File: src/shared/hibrtc_pkg.sv
// Package with constants and types for the hibernation RTC wake controller
package hibrtc_pkg;
  localparam int unsigned CNT_W = 32;
  localparam int unsigned MEM_WORDS = 64;
  localparam int unsigned MEM_AW = 6;
  localparam int unsigned TRIM_W = 16;
  localparam int unsigned DIV_W = 7;
  // ---------------------------------------------------------------
  // Interrupt bit positions
  // ---------------------------------------------------------------
  localparam int unsigned INT_W = 4;
  localparam int unsigned INT_PIN = 0;
  localparam int unsigned INT_LOWBAT = 1;
  localparam int unsigned INT_M0 = 2;
  localparam int unsigned INT_M1 = 3;
  // ---------------------------------------------------------------
  // Reset values and counts
  // ---------------------------------------------------------------
  localparam logic [TRIM_W-1:0] TRIM_NOMINAL = 16'h7fff;
  localparam logic [DIV_W-1:0] DIV128_LAST = 7'h7f;
  localparam logic [CNT_W-1:0] CNT_ZERO = 32'h0000_0000;
  localparam logic [TRIM_W-1:0] TRIM_ZERO = 16'h0000;
  localparam logic [INT_W-1:0] INT_NONE = 4'h0;
  typedef enum logic [1:0] {HIBRTC_RUN, HIBRTC_POWER_OFF, HIBRTC_WAKING} hibrtc_state_t;
endpackage : hibrtc_pkg

File: src/shared/hibrtc_tick_if.sv
// Interface carrying the seconds tick between prescaler and core
`timescale 1ns/1ps
interface hibrtc_tick_if;
  logic tick;
  logic [hibrtc_pkg::TRIM_W-1:0] trim;
  logic run;
  modport src (output tick, input trim, input run);
  modport dst (input tick, output trim, output run);
endinterface : hibrtc_tick_if

File: src/hdl/hibrtc_core.sv
// Hibernation controller: RTC, matches, wake, retained store, interrupts
`timescale 1ns/1ps
module hibrtc_core (
  input wire logic core_clk_in,
  input wire logic nrst_in,
  input wire logic proc_nrst_in,
  input wire logic osc_raw_in,
  input wire logic xtal_in,
  input wire logic wake_pin_in,
  input wire logic low_batt_in,
  input wire logic module_enable_in,
  input wire logic clock_select_crystal_divided_in,
  input wire logic rtc_enable_in,
  input wire logic rtc_load_in,
  input wire logic [hibrtc_pkg::CNT_W-1:0] rtc_load_value_in,
  input wire logic trim_write_in,
  input wire logic [hibrtc_pkg::TRIM_W-1:0] trim_value_in,
  input wire logic match0_write_in,
  input wire logic match1_write_in,
  input wire logic [hibrtc_pkg::CNT_W-1:0] match_value_in,
  input wire logic wake_on_pin_in,
  input wire logic wake_on_match_in,
  input wire logic lowbat_abort_in,
  input wire logic [hibrtc_pkg::INT_W-1:0] int_enable_in,
  input wire logic [hibrtc_pkg::INT_W-1:0] int_clear_in,
  input wire logic hib_request_in,
  input wire logic mem_write_in,
  input wire logic [hibrtc_pkg::MEM_AW-1:0] mem_addr_in,
  input wire logic [hibrtc_pkg::CNT_W-1:0] mem_wdata_in,
  output logic [hibrtc_pkg::CNT_W-1:0] mem_rdata_out,
  output logic [hibrtc_pkg::CNT_W-1:0] rtc_value_out,
  output logic [hibrtc_pkg::TRIM_W-1:0] trim_out,
  output logic [hibrtc_pkg::CNT_W-1:0] match0_out,
  output logic [hibrtc_pkg::CNT_W-1:0] match1_out,
  output logic [1:0] wake_config_out,
  output logic low_batt_out,
  output logic [hibrtc_pkg::INT_W-1:0] int_raw_out,
  output logic [hibrtc_pkg::INT_W-1:0] int_masked_out,
  output logic irq_out,
  output logic active_out,
  output logic proc_power_en_out
);
  typedef struct packed {
    logic [1:0] wake_s;
    logic [1:0] lb_s;
    logic wake_p;
    logic active;
    logic [hibrtc_pkg::CNT_W-1:0] rtc;
    logic [hibrtc_pkg::TRIM_W-1:0] trim;
    logic [hibrtc_pkg::CNT_W-1:0] m0;
    logic [hibrtc_pkg::CNT_W-1:0] m1;
    logic [hibrtc_pkg::INT_W-1:0] raw;
    logic [hibrtc_pkg::INT_W-1:0] ien;
    logic [1:0] wcfg;
    logic lb_abort;
    logic rtc_en;
    hibrtc_pkg::hibrtc_state_t fsm;
    logic [hibrtc_pkg::CNT_W-1:0] rdata;
  } hibrtc_core_t;
  hibrtc_core_t st_q, st_d;
  logic [hibrtc_pkg::CNT_W-1:0] mem_q [hibrtc_pkg::MEM_WORDS];
  logic [hibrtc_pkg::INT_W-1:0] ev;
  logic m0_hit, m1_hit, wake_edge, wake_now, feat;
  hibrtc_tick_if tk ();
  hibrtc_prescale u_pre (
    .core_clk_in(core_clk_in),
    .nrst_in(nrst_in),
    .osc_raw_in(osc_raw_in),
    .xtal_in(xtal_in),
    .clock_select_crystal_divided_in(clock_select_crystal_divided_in),
    .tk(tk)
  );
  assign tk.trim = st_q.trim;
  assign tk.run = st_q.active && st_q.rtc_en;
  // ---------------------------------------------------------------
  // Next-state logic
  // ---------------------------------------------------------------
  always_comb begin
    st_d = st_q;
    st_d.wake_s = {st_q.wake_s[0], wake_pin_in};
    st_d.lb_s = {st_q.lb_s[0], low_batt_in};
    st_d.wake_p = st_q.wake_s[1];
    // Processor reset holds this state; core reset, or module_enable_in low outside processor reset, clears it
    st_d.active = module_enable_in || (st_q.active && !proc_nrst_in);
    feat = st_q.active && proc_nrst_in;
    if (!proc_nrst_in && st_q.fsm == hibrtc_pkg::HIBRTC_RUN) feat = 1'b0;
    m0_hit = st_q.active && (st_q.rtc == st_q.m0);
    m1_hit = st_q.active && (st_q.rtc == st_q.m1);
    wake_edge = st_q.wake_s[1] && !st_q.wake_p;
    ev = hibrtc_pkg::INT_NONE;
    ev[hibrtc_pkg::INT_PIN] = st_q.active && wake_edge;
    ev[hibrtc_pkg::INT_LOWBAT] = st_q.active && st_q.lb_s[1];
    ev[hibrtc_pkg::INT_M0] = m0_hit;
    ev[hibrtc_pkg::INT_M1] = m1_hit;
    if (feat) begin
      if (rtc_enable_in != st_q.rtc_en) st_d.rtc_en = rtc_enable_in;
      if (trim_write_in) st_d.trim = trim_value_in;
      if (match0_write_in) st_d.m0 = match_value_in;
      if (match1_write_in) st_d.m1 = match_value_in;
      st_d.wcfg = {wake_on_match_in, wake_on_pin_in};
      st_d.lb_abort = lowbat_abort_in;
      st_d.ien = int_enable_in;
    end
    if (feat && rtc_load_in) st_d.rtc = rtc_load_value_in;
    // Tick is one cycle late; gate with run so a stop is immediate
    else if (tk.tick && tk.run) st_d.rtc = st_q.rtc + 1'b1;
    // Set beats clear so no event is lost
    st_d.raw = (st_q.raw & ~(feat ? int_clear_in : hibrtc_pkg::INT_NONE)) | ev;
    wake_now = (st_q.wcfg[0] && wake_edge) || (st_q.wcfg[1] && (m0_hit || m1_hit));
    case (st_q.fsm)
      hibrtc_pkg::HIBRTC_RUN: begin
        if (feat && hib_request_in && !(st_q.lb_abort && st_q.lb_s[1])) begin
          st_d.fsm = hibrtc_pkg::HIBRTC_POWER_OFF;
        end
      end
      hibrtc_pkg::HIBRTC_POWER_OFF: begin
        if (wake_now) st_d.fsm = hibrtc_pkg::HIBRTC_WAKING;
      end
      hibrtc_pkg::HIBRTC_WAKING: begin
        // Cause stays latched in raw status for software
        st_d.fsm = hibrtc_pkg::HIBRTC_RUN;
      end
      default: st_d.fsm = hibrtc_pkg::HIBRTC_RUN;
    endcase
    if (!st_q.active) begin
      st_d.rtc_en = 1'b0;
      st_d.fsm = hibrtc_pkg::HIBRTC_RUN;
    end
    st_d.rdata = feat ? mem_q[mem_addr_in] : hibrtc_pkg::CNT_ZERO;
  end
  always_ff @(posedge core_clk_in) begin
    if (!nrst_in) begin
      st_q <= '0;
      st_q.trim <= hibrtc_pkg::TRIM_NOMINAL;
      st_q.fsm <= hibrtc_pkg::HIBRTC_RUN;
    end else begin
      st_q <= st_d;
    end
  end
  // ---------------------------------------------------------------
  // Retained store: no reset, so contents outlive power-off
  // ---------------------------------------------------------------
  always_ff @(posedge core_clk_in) begin
    if (feat && mem_write_in) mem_q[mem_addr_in] <= mem_wdata_in;
  end
  // ---------------------------------------------------------------
  // Outputs
  // ---------------------------------------------------------------
  assign rtc_value_out = st_q.rtc;
  assign trim_out = st_q.trim;
  assign match0_out = st_q.m0;
  assign match1_out = st_q.m1;
  assign wake_config_out = st_q.wcfg;
  assign low_batt_out = st_q.active && st_q.lb_s[1];
  assign int_raw_out = st_q.raw;
  assign int_masked_out = st_q.raw & st_q.ien;
  assign irq_out = |(st_q.raw & st_q.ien);
  assign active_out = st_q.active;
  assign proc_power_en_out = (st_q.fsm == hibrtc_pkg::HIBRTC_RUN) || (st_q.fsm == hibrtc_pkg::HIBRTC_WAKING);
  assign mem_rdata_out = st_q.rdata;
  // ---------------------------------------------------------------
  // Checks
  // ---------------------------------------------------------------
  property p_rtc_load;
    @(posedge core_clk_in) disable iff (!nrst_in) (feat && rtc_load_in) |=> (rtc_value_out == $past(rtc_load_value_in));
  endproperty
  a_rtc_load: assert property (p_rtc_load) else $error("rtc load lost");
  property p_rtc_hold;
    @(posedge core_clk_in) disable iff (!nrst_in) (!st_q.rtc_en && !(feat && rtc_load_in)) |=> $stable(rtc_value_out);
  endproperty
  a_rtc_hold: assert property (p_rtc_hold) else $error("rtc moved while stopped");
  property p_match_latch;
    @(posedge core_clk_in) disable iff (!nrst_in) m0_hit |=> int_raw_out[hibrtc_pkg::INT_M0];
  endproperty
  a_match_latch: assert property (p_match_latch) else $error("match0 not latched");
  property p_match1;
    @(posedge core_clk_in) disable iff (!nrst_in) m1_hit |=> int_raw_out[hibrtc_pkg::INT_M1];
  endproperty
  a_match1: assert property (p_match1) else $error("match1 not latched");
  property p_masked;
    @(posedge core_clk_in) disable iff (!nrst_in) (|(ev & st_d.ien)) |=> irq_out;
  endproperty
  a_masked: assert property (p_masked) else $error("irq mismatch");
  property p_lb_abort;
    @(posedge core_clk_in) disable iff (!nrst_in)
      (st_q.fsm == hibrtc_pkg::HIBRTC_RUN && st_q.lb_abort && st_q.lb_s[1]) |=> proc_power_en_out;
  endproperty
  a_lb_abort: assert property (p_lb_abort) else $error("hibernation not aborted");
  property p_wake;
    @(posedge core_clk_in) disable iff (!nrst_in)
      (st_q.fsm == hibrtc_pkg::HIBRTC_POWER_OFF && wake_now && st_q.active) |=> ##1 proc_power_en_out;
  endproperty
  a_wake: assert property (p_wake) else $error("wake did not restore power");
  property p_cause_kept;
    @(posedge core_clk_in) disable iff (!nrst_in)
      (int_raw_out[hibrtc_pkg::INT_PIN] && !feat) |=> int_raw_out[hibrtc_pkg::INT_PIN];
  endproperty
  a_cause_kept: assert property (p_cause_kept) else $error("wake cause lost");
  property p_disabled;
    @(posedge core_clk_in) disable iff (!nrst_in) !active_out |=> (mem_rdata_out == hibrtc_pkg::CNT_ZERO);
  endproperty
  a_disabled: assert property (p_disabled) else $error("feature live while disabled");
  c_hib: cover property (@(posedge core_clk_in) disable iff (!nrst_in) st_q.fsm == hibrtc_pkg::HIBRTC_POWER_OFF);
  c_wake: cover property (@(posedge core_clk_in) disable iff (!nrst_in) st_q.fsm == hibrtc_pkg::HIBRTC_WAKING);
  c_match: cover property (@(posedge core_clk_in) disable iff (!nrst_in) m0_hit && st_q.ien[hibrtc_pkg::INT_M0]);
endmodule : hibrtc_core

File: src/hdl/hibrtc_prescale.sv
// Clock-source selection and trimmed seconds prescaler
`timescale 1ns/1ps
module hibrtc_prescale (
  input wire logic core_clk_in,
  input wire logic nrst_in,
  input wire logic osc_raw_in,
  input wire logic xtal_in,
  input wire logic clock_select_crystal_divided_in,
  hibrtc_tick_if.src tk
);
  typedef struct packed {
    logic [1:0] osc_s;
    logic [1:0] xtal_s;
    logic osc_p;
    logic xtal_p;
    logic [hibrtc_pkg::DIV_W-1:0] div;
    logic [hibrtc_pkg::TRIM_W-1:0] sub;
    logic tick;
  } hibrtc_pre_t;
  hibrtc_pre_t st_q, st_d;
  logic edge_en;
  always_comb begin
    st_d = st_q;
    st_d.osc_s = {st_q.osc_s[0], osc_raw_in};
    st_d.xtal_s = {st_q.xtal_s[0], xtal_in};
    st_d.osc_p = st_q.osc_s[1];
    st_d.xtal_p = st_q.xtal_s[1];
    edge_en = 1'b0;
    st_d.tick = 1'b0;
    // ---------------------------------------------------------------
    // Source select: raw oscillator or crystal over 128
    // ---------------------------------------------------------------
    if (clock_select_crystal_divided_in) begin
      if (st_q.xtal_s[1] && !st_q.xtal_p) begin
        st_d.div = st_q.div + 1'b1;
        edge_en = (st_q.div == hibrtc_pkg::DIV128_LAST);
      end
    end else begin
      edge_en = st_q.osc_s[1] && !st_q.osc_p;
    end
    // Trim sets the sub-second terminal count
    if (tk.run && edge_en) begin
      if (st_q.sub >= tk.trim) begin
        st_d.sub = hibrtc_pkg::TRIM_ZERO;
        st_d.tick = 1'b1;
      end else begin
        st_d.sub = st_q.sub + 1'b1;
      end
    end
    if (!tk.run) st_d.sub = hibrtc_pkg::TRIM_ZERO;
  end
  always_ff @(posedge core_clk_in) begin
    if (!nrst_in) st_q <= '0;
    else st_q <= st_d;
  end
  assign tk.tick = st_q.tick;
  property p_tick_needs_run;
    @(posedge core_clk_in) disable iff (!nrst_in) st_q.tick |-> $past(tk.run);
  endproperty
  a_tick_needs_run: assert property (p_tick_needs_run) else $error("tick without run");
endmodule : hibrtc_prescale

File: config.mk
export PLATFORM = sky130hd
export DESIGN_NAME = hibrtc_core
export DESIGN_NICKNAME = d
export VERILOG_FILES = /design/src/shared/hibrtc_pkg.sv /design/src/shared/hibrtc_tick_if.sv /design/src/hdl/hibrtc_core.sv /design/src/hdl/hibrtc_prescale.sv
export SDC_FILE = /design/constraint.sdc
export NUM_CORES = 2
export LEC_CHECK = 0
export BUFFER_PORTS_ARGS = -buffer_cell sky130_fd_sc_hd__buf_2
export CAP_MARGIN = 10
export CORE_UTILIZATION = 48
export CTS_CLUSTER_DIAMETER = 60
export DETAILED_ROUTE_END_ITERATION = 6
export PLACE_DENSITY_LB_ADDON = 0.05
export SYNTH_ARGS = -nofsm -noshare
export SYNTH_HDL_FRONTEND = slang
export SYNTH_SLANG_ARGS = --single-unit
File: constraint.sdc
create_clock -name core_clk_in -period 9.5 [get_ports core_clk_in]
set_clock_uncertainty 0.1 [all_clocks]
set_input_delay 1.9 -clock core_clk_in [delete_from_list [all_inputs] [get_ports core_clk_in]]
set_output_delay 1.9 -clock core_clk_in [all_outputs]
set_load 0.05 [all_outputs]
==> results.yml <==
outcome:
  outcome: "complete, no violations"
die:
  die_y_microns: 430
  io_pins: 303
  die_area_sq_um: 185000
  die_w_microns: 430
  start_util: 0.484
  core_area_sq_um: 181000
  num_rows: 156
grt:
  first_global_vias: 49300
  grt_usage: 0.319
  grt_pass1_wl_microns: 409000
  antenna_found_initial: 26
  grt-ovfl-total: 0
  grt_max_degree: 99
route:
  drtAntennaViolNets: 0
  firstDrtPassIters: 6
  vias: 52100
  drt_first_iter_violations: 7661
  drc: 0
  wirelength_microns: 297000
  wire_per_inst_microns: 37.1
  vias_per_cell: 6.51
final_layout:
  area_delta_synth_final_pct: 12.7
  layoutNonFillerInstCount: 8005
  n_fill_cell: 14400
  post_route_cells_drive_above_1_share: 0.217
  final_nets: 5583
  postLayoutCellArea_sq_um: 98900
  multi_input_comb_area_sq_um: 20000
  seq_area_sq_um: 65400
  finalCoreUtilization: 0.546
clock_network:
  cts_buffers: 229
  cts_tree: "built"
  htreeDepth: 4
  post_cts_buffers: 0
  cts_resized: 0
  clk_path_buf_depth: 3
  holdBufCountCts: 0
  cts_sinks: 2242
  path_clk_slew_ps: 60
  cts-root-buf: "clkbuf_16"
  insertion_delay_ps: 880
yosys:
  yosys_warnings: 0
  netlist_area_sq_um: 87800
  ys_ff_latch: 2242
  synth_area_leaders: "edfxtp_1, mux4_2, dfxtp_1, a221oi_1, mux2i_1"
  synthFlopType: "edfxtp_1"
  ys_async_sr_fraction: 0
  yosysSeqAreaShare: 0.745
  synth_top_area_share: 0.701
  syn-instance-count: 5191
  synth_fp_nets: 5355
  synth_cell_types: 79
  synth_area_per_cell_sq_um: 16.9
  yosysTopAreaCell: "edfxtp_1"
  synth-edff-count: 2048
power_and_ir_drop:
  power_density_nw_per_um2: 210
  p_leak_nw: 32.1
  post-layout-total-power_mw: 20.8
  ir_drop_mv: 0.161
timing:
  tns_ps: 0
  tightest_slew_ps: 1320
  setup_slack_ps: 4300
  drv_slew: 0
  min_period_ps: 5200
  fmax_ghz: 0.192
  hold_viol: 0
  fin_crit_sh: 0.548
  holdWs_ps: 336
  slew_headroom: 0.118
  setup_viol: 0
  rsz0062_at_grt: "false"
worst_setup_path:
  crit_required_ps: 9920
  cp_cell_sequence: "buf_8 -> nor3b_1 -> nand2_1 -> nor2_4 -> buf_4"
  crit_path_top_delay_cell: "nor3b_1"
  endpoint_kind: "flip-flop"
  critical_path_peak_fanout: 38
  cp-start-kind: "primary input"
  critPathMaxStageDelay_ps: 1040
  path_class: "in2reg"
  cp.arrival_ps: 5620
placement:
  place_congestion: 0.883
  dp_cells: 7558
  place_area_sq_um: 91600
  dpl.hpwl_microns: 173000
  io_buffers: 302
  pre_cts_slack_ps: 3470
flow_run:
  cap_violations: 0
worst_hold_path:
  hold_class: "reg2reg"
-- final timing paths --
kind	from	endpoint	slack, ps	cells after the start
worst min register to register	st_d[161]	st_q[161]	340	1
worst min-delay path	st_d[161]	st_q[161]	340	1
worst max-delay path	mem_addr_in[1]	mem_q[58][23]	4300	5
worst max register to register	active_out	mem_q[60][6]	5900	5
-- logic make-up after synthesis --
kind of cell | count (synthesis) | synth area share
compound gates | 1057 | 0.0856
xor+xnor | 109 | 0.0109
fa+ha+maj | 19 | 0.00271
buf+inv | 526 | 0.0338
flops | 2242 | 0.745
mux | 489 | 0.0840
simple gates | 749 | 0.0379
-- report_power, final --
| group | leakage [nW] | switching [mW] | internal [mW] | total (mW) |
|---|---|---|---|---|
| Sequential | 20.0 | 0.0343 | 10.8 | 10.8 |
| Combinational | 8.57 | 0.896 | 0.332 | 1.23 |
| Clock | 3.55 | 3.84 | 4.92 | 8.76 |
| Total | 32.1 | 4.77 | 16.0 | 20.8 |
-- sequential cells by signal, summed over array words and instances (netlist names) --
name	flops
u_pre.st_q	25
active_out	1
st_d	3
match1_out	32
trim_out	16
u_pre.st_d	4
match0_out	32
st_q	10
u_pre.tk.tick	1
mem_q	2048
mem_rdata_out	32
int_raw_out	4
wake_config_out	2
rtc_value_out	32
-- layer usage --
metal  track usage  vias to the layer above  wire, microns
li1              -                    21100              -
met1         0.459                    27200         121000
met2         0.484                     3240         135000
met3        0.0690                      527          30800
met4         0.108                        6          10300
met5             0                        -             32
-- cell usage in the layout, fill, tap and decap left out, types with 175 or more instances in the layout --
master	synthesis	final
a21oi_1	198	198
mux4_2	186	186
dfxtp_1	194	194
clkbuf_16	0	233
nand2_1	307	305
buf_2	126	299
buf_4	187	175
edfxtp_1	2048	2048
mux2i_1	181	181
a221oi_1	246	246
-- synthesized netlist by cell type, types with 18 or more instances --
| library cell | n |
|---|---|
| a221o_1 | 22 |
| inv_1 | 31 |
| a22o_1 | 27 |
| mux2_2 | 121 |
| buf_6 | 18 |
| clkbuf_1 | 135 |
| nand2_1 | 307 |
| a21oi_1 | 198 |
| xor2_1 | 31 |
| mux4_2 | 186 |
| xnor2_1 | 78 |
| nor2_1 | 239 |
| mux2i_1 | 181 |
| nand3_1 | 43 |
| o22ai_1 | 96 |
| buf_4 | 187 |
| nand4_1 | 29 |
| o21ai_0 | 136 |
| a221oi_1 | 246 |
| a31oi_1 | 23 |
| buf_2 | 126 |
| edfxtp_1 | 2048 |
| o211ai_1 | 26 |
| and2_1 | 23 |
| buf_1 | 26 |
| and3_1 | 22 |
| a22oi_1 | 143 |
| dfxtp_1 | 194 |
| ha_1 | 19 |
| a211oi_1 | 28 |
-- layout make-up --
class                      instances  area share
timing repair buffer             490      0.0315
sequential                      2242       0.661
clock inverter                   119      0.0102
antenna                           16    0.000405
clock buffer                     312      0.0631
inverter                          33     0.00139
multi-input combinational       2423       0.202
tap                             2370      0.0300
-- worst max-delay path, delay by kind of cell --
family | cells | cell delay (ps)
buffers and inverters | 2 | 820
AND/OR/NAND/NOR | 3 | 2800
No activity file was read; power rests on OpenSTA's default activity.
